File: src/core/lsb_marker_pkg.sv
package lsb_marker_pkg;

    // =====================================================================
    // register map (printed offsets are register indices, byte address = 4 * index)
    localparam logic [11:0] IDX_TRIM_PHASE0 = 12'h152;
    localparam logic [11:0] IDX_TRIM_PHASE90 = 12'h153;
    localparam logic [11:0] IDX_LSB_CONTROL = 12'h160;
    localparam logic [11:0] IDX_CORE_CONFIG = 12'h1f0;
    localparam logic [11:0] IDX_CORE_STATUS = 12'h1f1;
    localparam int ADDR_W = 14;

    // =====================================================================
    // field positions
    localparam int LSB_CTRL_MARKER_EN = 0;
    localparam int CFG_PHASE90 = 0;
    localparam int CFG_CAL_FLAG_EN = 1;
    localparam int CFG_MODE_8BIT = 2;
    localparam int CFG_MARKER_RX_EN = 3;
    localparam int CFG_DDC_BYPASS = 4;
    localparam int STAT_TRIM_LSB = 0;
    localparam int STAT_PHASE90 = 8;
    localparam int STAT_MARKER_BAD_MODE = 9;
    localparam int STAT_MARKER_NO_RX = 10;
    localparam int STAT_MARKER_SEEN = 11;

    // =====================================================================
    // reset values
    localparam logic [7:0] LSB_CONTROL_RESET = 8'h00;
    localparam logic [7:0] CORE_CONFIG_RESET = 8'h10;
    localparam logic [7:0] TRIM_FACTORY_DEFAULT = 8'h80;
    localparam logic [1:0] ILA_CS_VALUE = 2'h0;

    // =====================================================================
    // sample carriers
    localparam int SAMPLE_W = 12;

    typedef struct packed {
        logic [SAMPLE_W-1:0] data;
    } sample_s;

    typedef struct packed {
        logic [SAMPLE_W-1:0] data;
        logic marker;
        logic cal_flag;
    } tagged_sample_s;

    typedef enum logic [1:0] {
        LSB_DATA,
        LSB_MARKER,
        LSB_CAL_FLAG
    } lsb_source_e;

endpackage

File: src/core/sample_lsb_marker_and_bank_trim.sv
`timescale 1ns/1ps
// Operation
// - phase-0 trim drives bank 5 at 0 degrees
// - phase-90 trim drives bank 5 at -90 degrees
// - trims reset to factory value, read/write
// - marker enable puts marker in sample LSB
// - marker wins over calibration flag
// - marker delayed to match sample latency
// - 8-bit mode: marker in LSB, seven data
// - 12-bit mode: marker in LSB, eleven data
// - lane alignment control-bit count stays zero
module sample_lsb_marker_and_bank_trim
    import lsb_marker_pkg::*;
#(
    parameter logic [7:0] FACTORY_TRIM_PHASE0 = TRIM_FACTORY_DEFAULT,
    parameter logic [7:0] FACTORY_TRIM_PHASE90 = TRIM_FACTORY_DEFAULT,
    parameter int MARKER_DELAY = 4,
    parameter int BUFFER_DEPTH = 2
)
(
    input wire logic core_clk,
    input wire logic rst_n,
    // apb slave
    input wire logic psel,
    input wire logic penable,
    input wire logic pwrite,
    input wire logic [ADDR_W-1:0] paddr,
    input wire logic [31:0] pwdata,
    input wire logic [3:0] pstrb,
    output logic [31:0] prdata,
    output logic pready,
    output logic pslverr,
    // converter side
    input wire logic marker_pin,
    output logic marker_input_receiver_enable,
    input wire logic cal_state_flag,
    output logic [7:0] bank5_trim,
    output logic bank5_phase90,
    // sample stream into the transport layer
    input wire logic in_valid,
    output logic in_ready,
    input sample_s in_sample,
    output logic out_valid,
    input wire logic out_ready,
    output sample_s out_sample,
    output logic [1:0] ila_cs_field
);

    // =====================================================================
    // register storage
    logic [7:0] trim_phase0_reg;
    logic [7:0] trim_phase90_reg;
    logic [7:0] lsb_control_reg;
    logic [7:0] core_config_reg;
    logic [31:0] prdata_reg;
    logic [7:0] bank5_trim_reg;
    logic bank5_phase90_reg;
    logic marker_seen_reg;
    logic [1:0] ila_cs_reg;

    // =====================================================================
    // apb decode
    wire [ADDR_W-3:0] reg_index = paddr[ADDR_W-1:2];
    wire word_aligned = (paddr[1:0] == 2'h0);
    wire hit_trim0 = word_aligned && (reg_index == IDX_TRIM_PHASE0);
    wire hit_trim90 = word_aligned && (reg_index == IDX_TRIM_PHASE90);
    wire hit_lsb = word_aligned && (reg_index == IDX_LSB_CONTROL);
    wire hit_config = word_aligned && (reg_index == IDX_CORE_CONFIG);
    wire hit_status = word_aligned && (reg_index == IDX_CORE_STATUS);
    wire hit_any = hit_trim0 || hit_trim90 || hit_lsb || hit_config || hit_status;
    // apb phases; only the access cycle may change register state
    wire setup_phase = psel && !penable;
    wire access_phase = psel && penable;
    // status is read-only, so a write to it is reported as an error
    wire access_bad = !hit_any || (pwrite && hit_status);
    wire write_ok = access_phase && pwrite && !access_bad && pstrb[0];
    wire wr_trim0 = write_ok && hit_trim0;
    wire wr_trim90 = write_ok && hit_trim90;
    wire wr_lsb = write_ok && hit_lsb;
    wire wr_config = write_ok && hit_config;

    // zero wait states: every access completes in its first access cycle
    assign pready = access_phase;
    assign pslverr = access_phase && access_bad;
    assign prdata = prdata_reg;

    // =====================================================================
    // decoded configuration bits
    wire marker_en = lsb_control_reg[LSB_CTRL_MARKER_EN];
    wire phase90_sel = core_config_reg[CFG_PHASE90];
    wire cal_flag_en = core_config_reg[CFG_CAL_FLAG_EN];
    wire mode_8bit = core_config_reg[CFG_MODE_8BIT];
    wire marker_rx_en = core_config_reg[CFG_MARKER_RX_EN];
    wire ddc_bypass = core_config_reg[CFG_DDC_BYPASS];
    // the block does not refuse an unsupported combination; it only flags it
    wire marker_bad_mode = marker_en && !ddc_bypass;
    wire marker_no_rx = marker_en && !marker_rx_en;

    // status word: sticky seen flag, two misuse flags, then what the bank really gets
    wire [31:0] status_word = {
        20'h0,
        marker_seen_reg,
        marker_no_rx,
        marker_bad_mode,
        bank5_phase90_reg,
        bank5_trim_reg
    };

    // read mux, idle value zero; reserved bits above the 8-bit fields read zero
    wire [31:0] read_word =
        hit_trim0 ? {24'h0, trim_phase0_reg} :
        hit_trim90 ? {24'h0, trim_phase90_reg} :
        hit_lsb ? {24'h0, lsb_control_reg} :
        hit_config ? {24'h0, core_config_reg} :
        hit_status ? status_word : 32'h0;

    // =====================================================================
    // trim registers come up holding the factory value and stay writable
    always_ff @(posedge core_clk)
    begin
        if (!rst_n)
        begin
            trim_phase0_reg <= FACTORY_TRIM_PHASE0;
            trim_phase90_reg <= FACTORY_TRIM_PHASE90;
        end
        else
        begin
            if (wr_trim0)
                trim_phase0_reg <= pwdata[7:0];
            if (wr_trim90)
                trim_phase90_reg <= pwdata[7:0];
        end
    end

    // control and configuration registers
    always_ff @(posedge core_clk)
    begin
        if (!rst_n)
        begin
            lsb_control_reg <= LSB_CONTROL_RESET;
            core_config_reg <= CORE_CONFIG_RESET;
        end
        else
        begin
            if (wr_lsb)
                lsb_control_reg <= pwdata[7:0];
            if (wr_config)
                core_config_reg <= pwdata[7:0];
        end
    end

    // read data is captured in the setup cycle and held through the access
    always_ff @(posedge core_clk)
    begin
        if (!rst_n)
            prdata_reg <= 32'h0;
        else if (setup_phase && !pwrite)
            prdata_reg <= read_word;
    end

    // =====================================================================
    // bank 5 trim selection: only the value for the active clock phase is applied
    wire [7:0] trim_applied = phase90_sel ? trim_phase90_reg : trim_phase0_reg;

    // registered so a phase change and its trim reach the bank on the same edge
    always_ff @(posedge core_clk)
    begin
        if (!rst_n)
        begin
            bank5_trim_reg <= FACTORY_TRIM_PHASE0;
            bank5_phase90_reg <= 1'b0;
        end
        else
        begin
            bank5_trim_reg <= trim_applied;
            bank5_phase90_reg <= phase90_sel;
        end
    end

    // converter-side controls leave from flip-flops, never from the decode
    assign bank5_trim = bank5_trim_reg;
    assign bank5_phase90 = bank5_phase90_reg;
    assign marker_input_receiver_enable = marker_rx_en;

    // =====================================================================
    // marker input: two-stage synchroniser, then a delay line
    logic marker_meta_reg;
    logic marker_sync_reg;
    logic [MARKER_DELAY-1:0] marker_delay_reg;

    // a disabled receiver delivers a quiet low, never a floating pin level
    wire marker_gated = marker_sync_reg && marker_rx_en;

    // only the second stage is read; the first may still be settling
    always_ff @(posedge core_clk)
    begin
        if (!rst_n)
        begin
            marker_meta_reg <= 1'b0;
            marker_sync_reg <= 1'b0;
        end
        else
        begin
            marker_meta_reg <= marker_pin;
            marker_sync_reg <= marker_meta_reg;
        end
    end

    // the delay line runs every cycle like the sampling path it must track;
    // MARKER_DELAY is set to the sample path latency minus the synchroniser
    generate
        if (MARKER_DELAY > 1)
        begin : g_delay_long
            always_ff @(posedge core_clk)
            begin
                if (!rst_n)
                    marker_delay_reg <= '0;
                else
                    marker_delay_reg <= {marker_delay_reg[MARKER_DELAY-2:0], marker_gated};
            end
        end
        else
        begin : g_delay_one
            always_ff @(posedge core_clk)
            begin
                if (!rst_n)
                    marker_delay_reg <= '0;
                else
                    marker_delay_reg <= marker_gated;
            end
        end
    endgenerate

    // last tap: the marker that belongs to the sample accepted now
    wire marker_aligned = marker_delay_reg[MARKER_DELAY-1];

    // sticky seen flag, cleared by a write to the lsb control register with pstrb[0] set;
    // an arriving marker in the same cycle wins over that clear
    always_ff @(posedge core_clk)
    begin
        if (!rst_n)
            marker_seen_reg <= 1'b0;
        else if (marker_aligned && marker_en)
            marker_seen_reg <= 1'b1;
        else if (wr_lsb)
            marker_seen_reg <= 1'b0;
    end

    // =====================================================================
    // buffer between the sampling path and the transport layer
    tagged_sample_s buf_in;
    tagged_sample_s buf_out;
    logic buf_out_valid;
    logic buf_out_ready;
    logic out_valid_reg;
    sample_s out_sample_reg;

    // marker and flag are tagged at acceptance, so a later stall keeps them aligned
    assign buf_in.data = in_sample.data;
    assign buf_in.marker = marker_aligned;
    assign buf_in.cal_flag = cal_state_flag;

    // the tag bits travel with their sample through the buffer
    sample_skid_buffer #(
        .WIDTH($bits(tagged_sample_s)),
        .DEPTH(BUFFER_DEPTH)
    ) i_sample_skid_buffer (
        .core_clk(core_clk),
        .rst_n(rst_n),
        .in_valid(in_valid),
        .in_ready(in_ready),
        .in_data(buf_in),
        .out_valid(buf_out_valid),
        .out_ready(buf_out_ready),
        .out_data(buf_out)
    );

    // =====================================================================
    // choice of what the LSB carries; marker has priority over the flag
    lsb_source_e lsb_source;
    assign lsb_source = marker_en ? LSB_MARKER :
        cal_flag_en ? LSB_CAL_FLAG : LSB_DATA;

    // formatting uses the live configuration; change it only with the stream drained
    logic lsb_bit;
    logic [SAMPLE_W-1:0] formatted;

    // 8-bit samples sit in the low byte; the lost bits are the low four
    always_comb
    begin
        lsb_bit = 1'b0;
        formatted = buf_out.data;
        case (lsb_source)
            LSB_MARKER: lsb_bit = buf_out.marker;
            LSB_CAL_FLAG: lsb_bit = buf_out.cal_flag;
            LSB_DATA: lsb_bit = mode_8bit ? buf_out.data[4] : buf_out.data[0];
            default: lsb_bit = 1'b0;
        endcase
        if (mode_8bit)
            formatted = {4'h0, buf_out.data[SAMPLE_W-1:5], lsb_bit};
        else
            formatted = {buf_out.data[SAMPLE_W-1:1], lsb_bit};
    end

    // output stage register; it refills in the same cycle it is drained
    assign buf_out_ready = !out_valid_reg || out_ready;

    // output register holds its word for as long as the transport layer stalls
    always_ff @(posedge core_clk)
    begin
        if (!rst_n)
        begin
            out_valid_reg <= 1'b0;
            out_sample_reg <= '0;
        end
        else if (buf_out_ready)
        begin
            out_valid_reg <= buf_out_valid;
            if (buf_out_valid)
                out_sample_reg.data <= formatted;
        end
    end

    // the transport side sees only registered valid and data
    assign out_valid = out_valid_reg;
    assign out_sample = out_sample_reg;

    // =====================================================================
    // lane alignment control-bit count is never raised by the inserted bit
    always_ff @(posedge core_clk)
    begin
        if (!rst_n)
            ila_cs_reg <= ILA_CS_VALUE;
        else
            ila_cs_reg <= ILA_CS_VALUE;
    end

    // constant field, but registered like the rest of the alignment data
    assign ila_cs_field = ila_cs_reg;

endmodule

File: src/core/sample_skid_buffer.sv
`timescale 1ns/1ps
// two-entry buffer; a stall on the drain side propagates back as in_ready low
module sample_skid_buffer
    import lsb_marker_pkg::*;
#(
    parameter int WIDTH = 14,
    parameter int DEPTH = 2
)
(
    input wire logic core_clk,
    input wire logic rst_n,
    input wire logic in_valid,
    output logic in_ready,
    input wire logic [WIDTH-1:0] in_data,
    output logic out_valid,
    input wire logic out_ready,
    output logic [WIDTH-1:0] out_data
);

    localparam int PTR_W = (DEPTH > 1) ? $clog2(DEPTH) : 1;
    localparam logic [PTR_W:0] DEPTH_C = (PTR_W+1)'(DEPTH);
    localparam logic [PTR_W-1:0] LAST_C = (PTR_W)'(DEPTH - 1);

    logic [WIDTH-1:0] mem_reg [DEPTH];
    logic [PTR_W-1:0] wr_ptr_reg;
    logic [PTR_W-1:0] rd_ptr_reg;
    logic [PTR_W:0] count_reg;
    wire push = in_valid && in_ready;
    wire pop = out_valid && out_ready;

    // =====================================================================
    // flags come straight from the occupancy count, so full and empty are exact
    assign in_ready = (count_reg != DEPTH_C);
    assign out_valid = (count_reg != '0);
    assign out_data = mem_reg[rd_ptr_reg];

    // storage entries, written only at the write pointer
    generate
        for (genvar i = 0; i < DEPTH; i++)
        begin : g_entry
            always_ff @(posedge core_clk)
            begin
                if (!rst_n)
                    mem_reg[i] <= '0;
                else if (push && wr_ptr_reg == (PTR_W)'(i))
                    mem_reg[i] <= in_data;
            end
        end
    endgenerate

    // pointers and count
    always_ff @(posedge core_clk)
    begin
        if (!rst_n)
        begin
            wr_ptr_reg <= '0;
            rd_ptr_reg <= '0;
            count_reg <= '0;
        end
        else
        begin
            if (push)
                wr_ptr_reg <= (wr_ptr_reg == LAST_C) ? '0 : wr_ptr_reg + 1'b1;
            if (pop)
                rd_ptr_reg <= (rd_ptr_reg == LAST_C) ? '0 : rd_ptr_reg + 1'b1;
            if (push && !pop)
                count_reg <= count_reg + 1'b1;
            else if (pop && !push)
                count_reg <= count_reg - 1'b1;
        end
    end

endmodule

File: config.mk
export PLATFORM = sky130hd
export DESIGN_NAME = sample_lsb_marker_and_bank_trim
export DESIGN_NICKNAME = d
export VERILOG_FILES = /design/src/core/lsb_marker_pkg.sv /design/src/core/sample_lsb_marker_and_bank_trim.sv /design/src/core/sample_skid_buffer.sv
export SDC_FILE = /design/constraint.sdc
export NUM_CORES = 1
export LEC_CHECK = 0
export ABC_AREA = 1
export ABC_CLOCK_PERIOD_IN_PS = 4100
export BUFFER_PORTS_ARGS = -buffer_cell sky130_fd_sc_hd__clkbuf_2
export CAP_MARGIN = 25
export CORE_MARGIN = 3
export CORE_UTILIZATION = 45
export CTS_CLUSTER_SIZE = 40
export DETAILED_ROUTE_END_ITERATION = 8
export PLACE_DENSITY = 0.7
export SYNTH_ARGS = -nofsm -noshare
export SYNTH_HDL_FRONTEND = slang
export SYNTH_SLANG_ARGS = --single-unit
File: constraint.sdc
create_clock -name core_clk -period 4.1 [get_ports core_clk]
set_input_delay 0.82 -clock core_clk [delete_from_list [all_inputs] [get_ports core_clk]]
set_output_delay 0.82 -clock core_clk [all_outputs]
set_load 0.02 [all_outputs]
# Word-level counts from Yosys, hierarchy flattened
# Memories as Yosys holds them, arrays and structs flattened. A register that Yosys moved wholly into a read port is not among the register bits.
# Cells that the tools add are included.
[totals]
register_bits = 97
latch_bits = 0
ram_bits = 28
mem_bits_ro = 0
in_bits = 71
output_inout_bits = 60
elab_cells = 108
n_memories = 1
[memory_table]
columns = ["name", "words", "width", "rd", "rd_clocked_by_memory_dff", "write_ports", "line_no", "text"]
rows = [
  ["i_sample_skid_buffer.mem_reg", 2, 14, 1, 1, 2, "sample_skid_buffer.sv:24", "logic [WIDTH-1:0] mem_reg [DEPTH];"],
]
[op_classes]
n_addsub = 4
n_mul = 0
div_mod_pow = 0
order_cmp = 0
eq_ne = 8
shifts = 0
mux = 28
n_bitwise = 3
reduce_logical = 48
[ops]
columns = ["operator", "n"]
rows = [
  ["12-bit two-way mux", 6],
  ["12-bit by 9-bit equality test with 1-bit output, second input constant", 5],
  ["14-bit two-way mux", 2],
  ["1-bit logical AND", 27],
  ["1-bit two-way mux", 14],
  ["1-bit logical NOT", 9],
  ["2-bit two-way mux", 4],
  ["8-bit two-way mux", 1],
  ["1-bit logical OR", 6],
  ["2-bit nonzero test", 3],
  ["2-bit logical NOT", 2],
  ["1-bit one-hot mux with 3 select lines", 1],
  ["1-bit adder, second input constant", 2],
  ["2-bit by 1-bit adder with 2-bit output, second input constant", 1],
  ["2-bit by 1-bit equality test with 1-bit output, second input constant", 1],
  ["2-bit equality test, second input constant", 1],
  ["2-bit != test, second input constant", 1],
  ["1-bit bitwise OR", 2],
  ["2-bit AND reduction", 1],
  ["2-bit by 1-bit subtractor with 2-bit output, second input constant", 1],
  ["1-bit inverter", 1],
]

# Longest topological paths before layout
# Gate-level depths: netlist (run 1).
[logic_depth]
ltp_word = 14
mapped_depth = 13
mapped_depth_nobuf = 12

# Hierarchy
# From an unflattened synthesis (run 1), not the netlist that was laid out.
[unflattened]
hier_cells = 663
area_unflattened_um2 = 5188.7
[by_module_without_submodules]
columns = ["mod", "instances", "cells_per_inst", "area_each_um2", "seq_area_each_um2"]
rows = [
  ["sample_lsb_marker_and_bank_trim", 1, 538, 3694.8, 1461.4],
  ["sample_skid_buffer", 1, 125, 1493.9, 940.9],
]

# Least setup slack after synthesis (run 1)
# Ideal clock, no wire load.
[synth_timing]
kind = "input -> output"
start = "input port paddr[9]"
end = "output port pslverr"
t_arrival_ns = 1.765
required_ns = 3.280
path_slack_ns = 1.515
cell_stages = 9
n_path_buf = 0
path_cell_list = "nand2_1 -> inv_2 -> nand2_2 -> nor2_2 -> nand2_2 -> clkinv_1 -> nand2_2 -> nand3_4 -> nor2_1"
[synth_between]
elab_chain_cells = 9
word_cells_on_any_way = 18
cone_classes = "eq/ne (5); reduce/logical (13)"
[synth_lines]
columns = ["item", "line_no", "text"]
rows = [
  ["start, declared", "sample_lsb_marker_and_bank_trim.sv:27", "input wire logic [ADDR_W-1:0] paddr,"],
  ["12-bit by 9-bit equality test with 1-bit output, on equally long branches", "sample_lsb_marker_and_bank_trim.sv:65, sample_lsb_marker_and_bank_trim.sv:66", ""],
  ["1-bit logical AND, on equally long branches", "sample_lsb_marker_and_bank_trim.sv:65, sample_lsb_marker_and_bank_trim.sv:66", ""],
  ["1-bit logical OR (4 in a row)", "sample_lsb_marker_and_bank_trim.sv:70", "wire hit_any = hit_trim0 || hit_trim90 || hit_lsb || hit_config || hit_status;"],
  ["1-bit logical NOT", "sample_lsb_marker_and_bank_trim.sv:75", "wire access_bad = !hit_any || (pwrite && hit_status);"],
  ["1-bit logical OR (*)", "sample_lsb_marker_and_bank_trim.sv:75", ""],
  ["1-bit logical AND (*)", "sample_lsb_marker_and_bank_trim.sv:84", "assign pslverr = access_phase && access_bad;"],
  ["end, declared", "sample_lsb_marker_and_bank_trim.sv:32", "output logic pslverr,"],
]
# Mark *: on every way between the ends. The rest lies on a longest branch, timed or not.

# Final worst setup path (run 1)
[layout_timing]
start = "input port paddr[1]"
end = "output port pslverr"
[layout_between]
elab_chain_cells = 9
word_cells_on_any_way = 14
cone_classes = "reduce/logical (14)"
[layout_lines]
columns = ["item", "line_no", "text"]
rows = [
  ["2-bit logical NOT (*)", "sample_lsb_marker_and_bank_trim.sv:64", "wire word_aligned = (paddr[1:0] == 2'h0);"],
  ["1-bit logical AND, on equally long branches", "sample_lsb_marker_and_bank_trim.sv:65, sample_lsb_marker_and_bank_trim.sv:66", ""],
  ["1-bit logical OR (4 in a row)", "sample_lsb_marker_and_bank_trim.sv:70", ""],
  ["1-bit logical NOT", "sample_lsb_marker_and_bank_trim.sv:75", ""],
  ["1-bit logical OR (*)", "sample_lsb_marker_and_bank_trim.sv:75", ""],
  ["1-bit logical AND (*)", "sample_lsb_marker_and_bank_trim.sv:84", ""],
]
# Marked as above.

==> impl_metrics.csv, run 1 <==
group,metric,value,unit
global_route,use_met1,0.250,
setup_path,worstSetupEndpointType,"primary output",
global_route,grt_use_met2,0.308,
cells_and_area,diodes,0,
synthesis,synth_flop_cell,"dfxtp_1",
routing,drc,0,
synthesis,yosysUniqueCellTypes,34,
timing,worst_slew_pin_slew,0.677,ns
timing,tns,0,ns
min_path,whs_path_depth,2,
placed_design,dp_hpwl,8.66,mm
timing,final-max-slew-violation-count,0,
clock_tree,postCtsSetupBuffers,0,
synthesis,ys_seq_elements,106,
clock_tree,root_buffer,"clkbuf_8",
clock_tree,clkTransAtPathRegs,0.10,ns
min_path,hold_class,"flop to flop",
synthesis,synth_edf_count,28,
global_route,grt_max_degree,37,
setup_path,regToRegEndpoint,"out_sample[0]",
floorplan,fp.dieH,112,um
setup_path,path_class,"input port to primary output",
global_route,grt_use_met3,0.0424,
min_path,worstHoldStart,"marker_delay_reg[1]",
min_path,hold_end,"marker_delay_reg[2]",
synthesis,ys_top_cells_by_area,"dfxtp_1 (31%), edfxtp_1 (17%), nand2_1 (12%), nor2_1 (9.1%), inv_1 (5.9%)",
clock_tree,cts_buffer_depth,2,
run,cap_violations,0,
routing,ant_nets,0,
power_and_ir_drop,p_leak,2.76,nW
clock_tree,htree_levels,3,
synthesis,ys_warn_count,0,
timing,fmax,0.323,GHz
global_route,grt_usage,0.190,
cells_and_area,num-fill-cells,1039,
timing,relSlewSlack,0.548,
timing,period_minus_slack,3.10,ns
global_route,grt_pass1_wl,19.3,mm
timing,hold_viol,0,
setup_path,reg2reg_slack,2.15,ns
cells_and_area,multi_input_area,2100,um^2
clock_tree,clk-insertion-delay-late,0.38,ns
synthesis,seq_area_frac_synth,0.477,
placed_design,globalplace.congestion,0.922,
synthesis,syn_inst,675,
global_route,antenna_found_initial,0,
synthesis,syn_area_per_cell,7.47,um^2
floorplan,rows,38,
clock_tree,cts_sinks,106,
clock_tree,cts_resized,0,
routing,vias,4422,
setup_path,cp.required,3.28,ns
setup_path,path_max_fanout,23,
clock_tree,cts_tree,"yes",
floorplan,core,10900,um^2
synthesis,synth_top_cell_area_share,0.310,
timing,finalSetupViolCount,0,
synthesis,synthArstFlopShare,0,
cells_and_area,final_layout_size_suffix_gt1_frac,0.172,
cells_and_area,area_growth,11.5,%
floorplan,die_area,12500,um^2
global_route,grt_overflow,0,
floorplan,start_util,0.463,
floorplan,ioPinCount,131,
timing,rsz0062_at_grt,"no",
setup_path,cp-start-kind,"input port",
routing,viasPerCell,4.96,
floorplan,die_w,112,um
outcome,status,"complete, no violations",
routing,first_iter_violations,293,
power_and_ir_drop,ir_drop,0.240,mV
placed_design,numPortBuffers,81,
setup_path,r2r_cells,7,
cells_and_area,largest_reg_flops,28,
synthesis,syn_area,5040,um^2
global_route,busiest_layer,"met2",
routing,routed_wl,11.9,mm
clock_tree,hold_buffers,0,
global_route,grt_pass1_vias,4028,
cells_and_area,ff_latch_area,2400,um^2
clock_tree,cts-buffers-inserted,9,
cells_and_area,post-route-util,0.516,
synthesis,yosysTopAreaCell,"dfxtp_1",
cells_and_area,final_nets,818,
timing,finalCritPeriodShare,0.756,
routing,wl_per_cell,13.4,um
power_and_ir_drop,powerDensity,434,nW/um^2
synthesis,synth_commonest_cells,"nand2_1 (156), nor2_1 (122), inv_1 (79)",
timing,finClkSkew,0.00970,ns
synthesis,yosysMostFrequentCell,"nand2_1",
setup_path,critPathArrivalTime,2.28,ns
routing,drtPass1Iterations,5,
-- critical path, cell delays in order --
cell,delay [ns]
clkbuf_2,0.10
nor2_4,0.43
inv_1,0.13
nor2_2,0.26
o21ai_2,0.12
nand3_4,0.19
nor2_1,0.07
clkbuf_2,0.15
-- final cells by class --
class	count	share of cell area
clock buffer	10	0.0227
multi-input combinational	455	0.373
sequential	106	0.428
clock inverter	6	0.00735
tap	140	0.0312
inverter	87	0.0581
timing repair buffer	87	0.0802
-- layer usage --
metal,vias up,wire length [um],part of all wire
met4,0,218,0.018
met5,-,0,0
met1,2023,5350,0.45
met3,18,860,0.072
met2,146,5470,0.46
li1,2235,-,-
-- how the worst max path moves through the flow --
stage | start | endpoint | cells past startpoint
final | paddr[1] | pslverr | 8
after global routing | paddr[1] | pslverr | 8
after CTS | paddr[1] | pslverr | 8
after detailed placement | paddr[1] | pslverr | 8
after global placement | paddr[1] | pslverr | 8
after floorplan | paddr[9] | pslverr | 9
-- cell usage in the layout (no fill, tap or decap), types with 2 or more instances in the layout --
cell / instances
o211ai_1: 6
nand3_4: 5
nor2_1: 122
nand2_2: 6
o21ai_1: 2
nand3_1: 29
a21oi_1: 40
nand4_1: 23
o21ai_0: 21
clkbuf_2: 81
edfxtp_1: 28
clkinv_1: 6
clkinvlp_4: 2
o31ai_1: 3
nand2_1: 156
dfxtp_1: 78
nor2_2: 4
nor2_4: 5
inv_2: 3
conb_1: 22
buf_4: 6
inv_1: 79
clkbuf_8: 9
-- kinds of logic (layout without fill, tap and decap cells) --
family	count (synthesis)	after routing	synth area share
fa+ha+maj	1	1	0.00248
compound gates	77	77	0.0849
buf+inv	135	190	0.123
flops	106	106	0.477
other cells	1	22	0.000744
simple gates	355	355	0.312
-- per-stage QoR --
step | cell area [um^2] | total power [mW] | std cells | hold WS [ns] | setup WS (ns)
after floorplan | 5120 | 1.70 | 696 | 0.390 | 1.52
after global placement | 5450 | 1.87 | 875 | 0.397 | 1.09
after detailed placement | 5450 | 1.89 | 875 | 0.404 | 1.04
after CTS | 5620 | 2.46 | 891 | 0.428 | 1.04
after global routing | 5620 | 2.59 | 891 | 0.455 | 0.880
final | 5620 | 2.44 | 891 | 0.422 | 1.00
-- power by group --
part / switching (mW) / total [mW] / leakage (nW) / internal [mW]
clock network: 0.355 / 0.576 / 0.0765 / 0.221
logic: 0.414 / 0.602 / 1.75 / 0.188
registers: 0.0679 / 1.26 / 0.930 / 1.19
(Power assumes the default switching activity.)
==> run 2, diff against run 1 <==
--- a/config.mk
+++ b/config.mk
@@ -6,7 +6,7 @@
 export NUM_CORES = 1
 export LEC_CHECK = 0
 export ABC_AREA = 1
-export ABC_CLOCK_PERIOD_IN_PS = 4100
+export ABC_CLOCK_PERIOD_IN_PS = 3250
 export BUFFER_PORTS_ARGS = -buffer_cell sky130_fd_sc_hd__clkbuf_2
 export CAP_MARGIN = 25
 export CORE_MARGIN = 3
==> constraint.sdc (replaced) <==
create_clock -name core_clk -period 3.25 [get_ports core_clk]
set_input_delay 0.65 -clock core_clk [delete_from_list [all_inputs] [get_ports core_clk]]
set_output_delay 0.65 -clock core_clk [all_outputs]
set_load 0.02 [all_outputs]
==> run 2 against run 1 <==
Against the previous run:
- clock skew is 0.0021 ns lower
- total power is 26% higher
- clock power is 27% higher
- final cell count is 0.22% higher
- final area is 0.22% higher
- utilization is 0.11 points higher
- count of clock-buffer cells in the layout stayed put
- non-clock buffer count is 1 higher
==> impl_metrics.csv, run 2 (same netlist as run 1, synthesis figures left out) <==
group,metric,value,unit
setup_path,path_class,"input port to primary output",
cells_and_area,layoutNonFillerInstCount,893,
power_and_ir_drop,p_clk_frac,0.237,
setup_path,slowest_delay,0.28,ns
setup_path,worstSetupEndpointType,"primary output",
routing,drtPass1Iterations,5,
clock_tree,root_buffer,"clkbuf_8",
global_route,grt_max_degree,51,
routing,wl_per_cell,13.5,um
clock_tree,hold_buffers,0,
setup_path,cp-start-kind,"input port",
timing,finClkSkew,0.00761,ns
setup_path,critPathArrivalTime,1.82,ns
global_route,grt_usage,0.195,
clock_tree,cts_buffer_depth,2,
global_route,antenna_found_initial,1,
timing,tns,0,ns
timing,rsz0062_at_grt,"no",
cells_and_area,post-route-util,0.517,
clock_tree,cts_resized,0,
clock_tree,postCtsSetupBuffers,0,
cells_and_area,final_nets,819,
min_path,whs_path_depth,2,
floorplan,die_w,112,um
floorplan,die_area,12500,um^2
timing,hold_viol,0,
clock_tree,cts_sinks,106,
cells_and_area,final_common_cell,"nand2_1",
timing,fmax,0.405,GHz
power_and_ir_drop,ir_drop,0.364,mV
placed_design,dp_hpwl,8.69,mm
timing,finalSetupViolCount,0,
setup_path,cp.required,2.60,ns
global_route,grt_pass1_vias,4066,
power_and_ir_drop,seqPwrFrac,0.516,
global_route,grt_overflow,0,
power_and_ir_drop,switchingPower,1.06,mW
placed_design,post-place-ws,0.791,ns
cells_and_area,area_growth,11.7,%
cells_and_area,final_layout_size_suffix_gt1_frac,0.174,
routing,routed_wl,12.0,mm
floorplan,fp.dieH,112,um
setup_path,path_depth,8,
setup_path,r2r_cells,7,
timing,setup_ws,0.779,ns
floorplan,rows,38,
power_and_ir_drop,combPwrFrac,0.247,
timing,relSlewSlack,0.578,
placed_design,numPortBuffers,81,
timing,period_minus_slack,2.47,ns
placed_design,globalplace.congestion,0.895,
setup_path,cp_cell_sequence,"clkbuf_2 > nor2_4 > nand2_2 > nor2_4 > o21ai_2 > nand3_4 > nor2_1 > clkbuf_2",
cells_and_area,largest_reg_flops,28,
run,cap_violations,0,
clock_tree,clk-insertion-delay-late,0.37,ns
setup_path,critical-path-top-delay-family,"simple AND/OR/NAND/NOR gates",
clock_tree,htree_levels,3,
setup_path,path_max_fanout,9,
routing,ant_nets,0,
clock_tree,clkTransAtPathRegs,0.10,ns
timing,finalCritPeriodShare,0.760,
floorplan,ioPinCount,131,
power_and_ir_drop,total_power,3.08,mW
setup_path,cp_slowest_cell,"nor2_4",
timing,final-max-slew-violation-count,0,
outcome,status,"complete, no violations",
clock_tree,cts_tree,"yes",
power_and_ir_drop,powerDensity,548,nW/um^2
timing,worst_slew_pin_slew,0.632,ns
setup_path,path_buf_inv,2,
placed_design,dp.cells,876,
routing,drc,0,
cells_and_area,most-common-layout-cells,"nand2_1 (156), nor2_1 (122), clkbuf_2 (81), inv_1 (79), dfxtp_1 (78)",
power_and_ir_drop,p_int,2.03,mW
floorplan,core,10900,um^2
power_and_ir_drop,p_sw_frac,0.343,
clock_tree,cts-buffers-inserted,9,
min_path,hold_class,"flop to flop",
power_and_ir_drop,p_leak,2.77,nW
floorplan,start_util,0.463,
global_route,grt_pass1_wl,19.7,mm
routing,first_iter_violations,300,
routing,vias,4395,
routing,viasPerCell,4.92,
==> run 2: cell types whose count changed in the layout (fill, tap and decap cells not counted) <==
cell,delta
clkinv_2,+2
buf_4,+1
clkinv_1,-1
clkinv_4,+1
clkinvlp_2,-1
clkinvlp_4,-1
diode_2,+1
==> run 2: cell type report <==
class / count / area, um^2
Timing Repair Buffer: 88 / 458
Inverter: 87 / 327
Antenna cell: 1 / 2.50
Fill cell: 1057 / 5260
Clock buffer: 10 / 128
Clock inverter: 6 / 43.8
Tap cell: 140 / 175
Sequential cell: 106 / 2400
Multi-Input combinational cell: 455 / 2100
==> run 2: tightest hold or removal path, cell delays in order, from the launching register on <==
cell     delay [ns]
dfxtp_1        0.31
nand2_1        0.05
nor2_1         0.03
==> run 2: metrics by stage <==
stage	area (um^2)	hold WS, ns
final	5630	0.423
after global routing	5630	0.449
after CTS	5630	0.426
after detailed placement	5460	0.404
after global placement	5460	0.394
after floorplan	5120	0.390
==> run 2: final timing paths <==
check / start / to / slack, ns
setup / recovery: paddr[5] / pslverr / 0.78
hold / removal: marker_sync_reg / marker_delay_reg[0] / 0.42
setup reg to reg: flop / out_sample[0] / 1.26
hold reg to reg: marker_sync_reg / marker_delay_reg[0] / 0.42
==> run 2: power by group through the flow <==
stage	Clock [mW]	Sequential (mW)	Combinational, mW
floorplan	0	1.67	0.480
global placement	0	1.62	0.744
detailed placement	0	1.62	0.759
CTS	0.745	1.59	0.764
global route	0.803	1.61	0.861
finish	0.732	1.59	0.761
==> run 2: per-layer routing <==
| metal | part of all wire | up-vias | global-route usage |
|---|---|---|---|
| li1 | - | 2241 | - |
| met1 | 0.45 | 1982 | 0.260 |
| met2 | 0.46 | 154 | 0.314 |
| met3 | 0.058 | 18 | 0.0348 |
| met4 | 0.023 | 0 | 0.0770 |
| met5 | 0 | - | 0 |
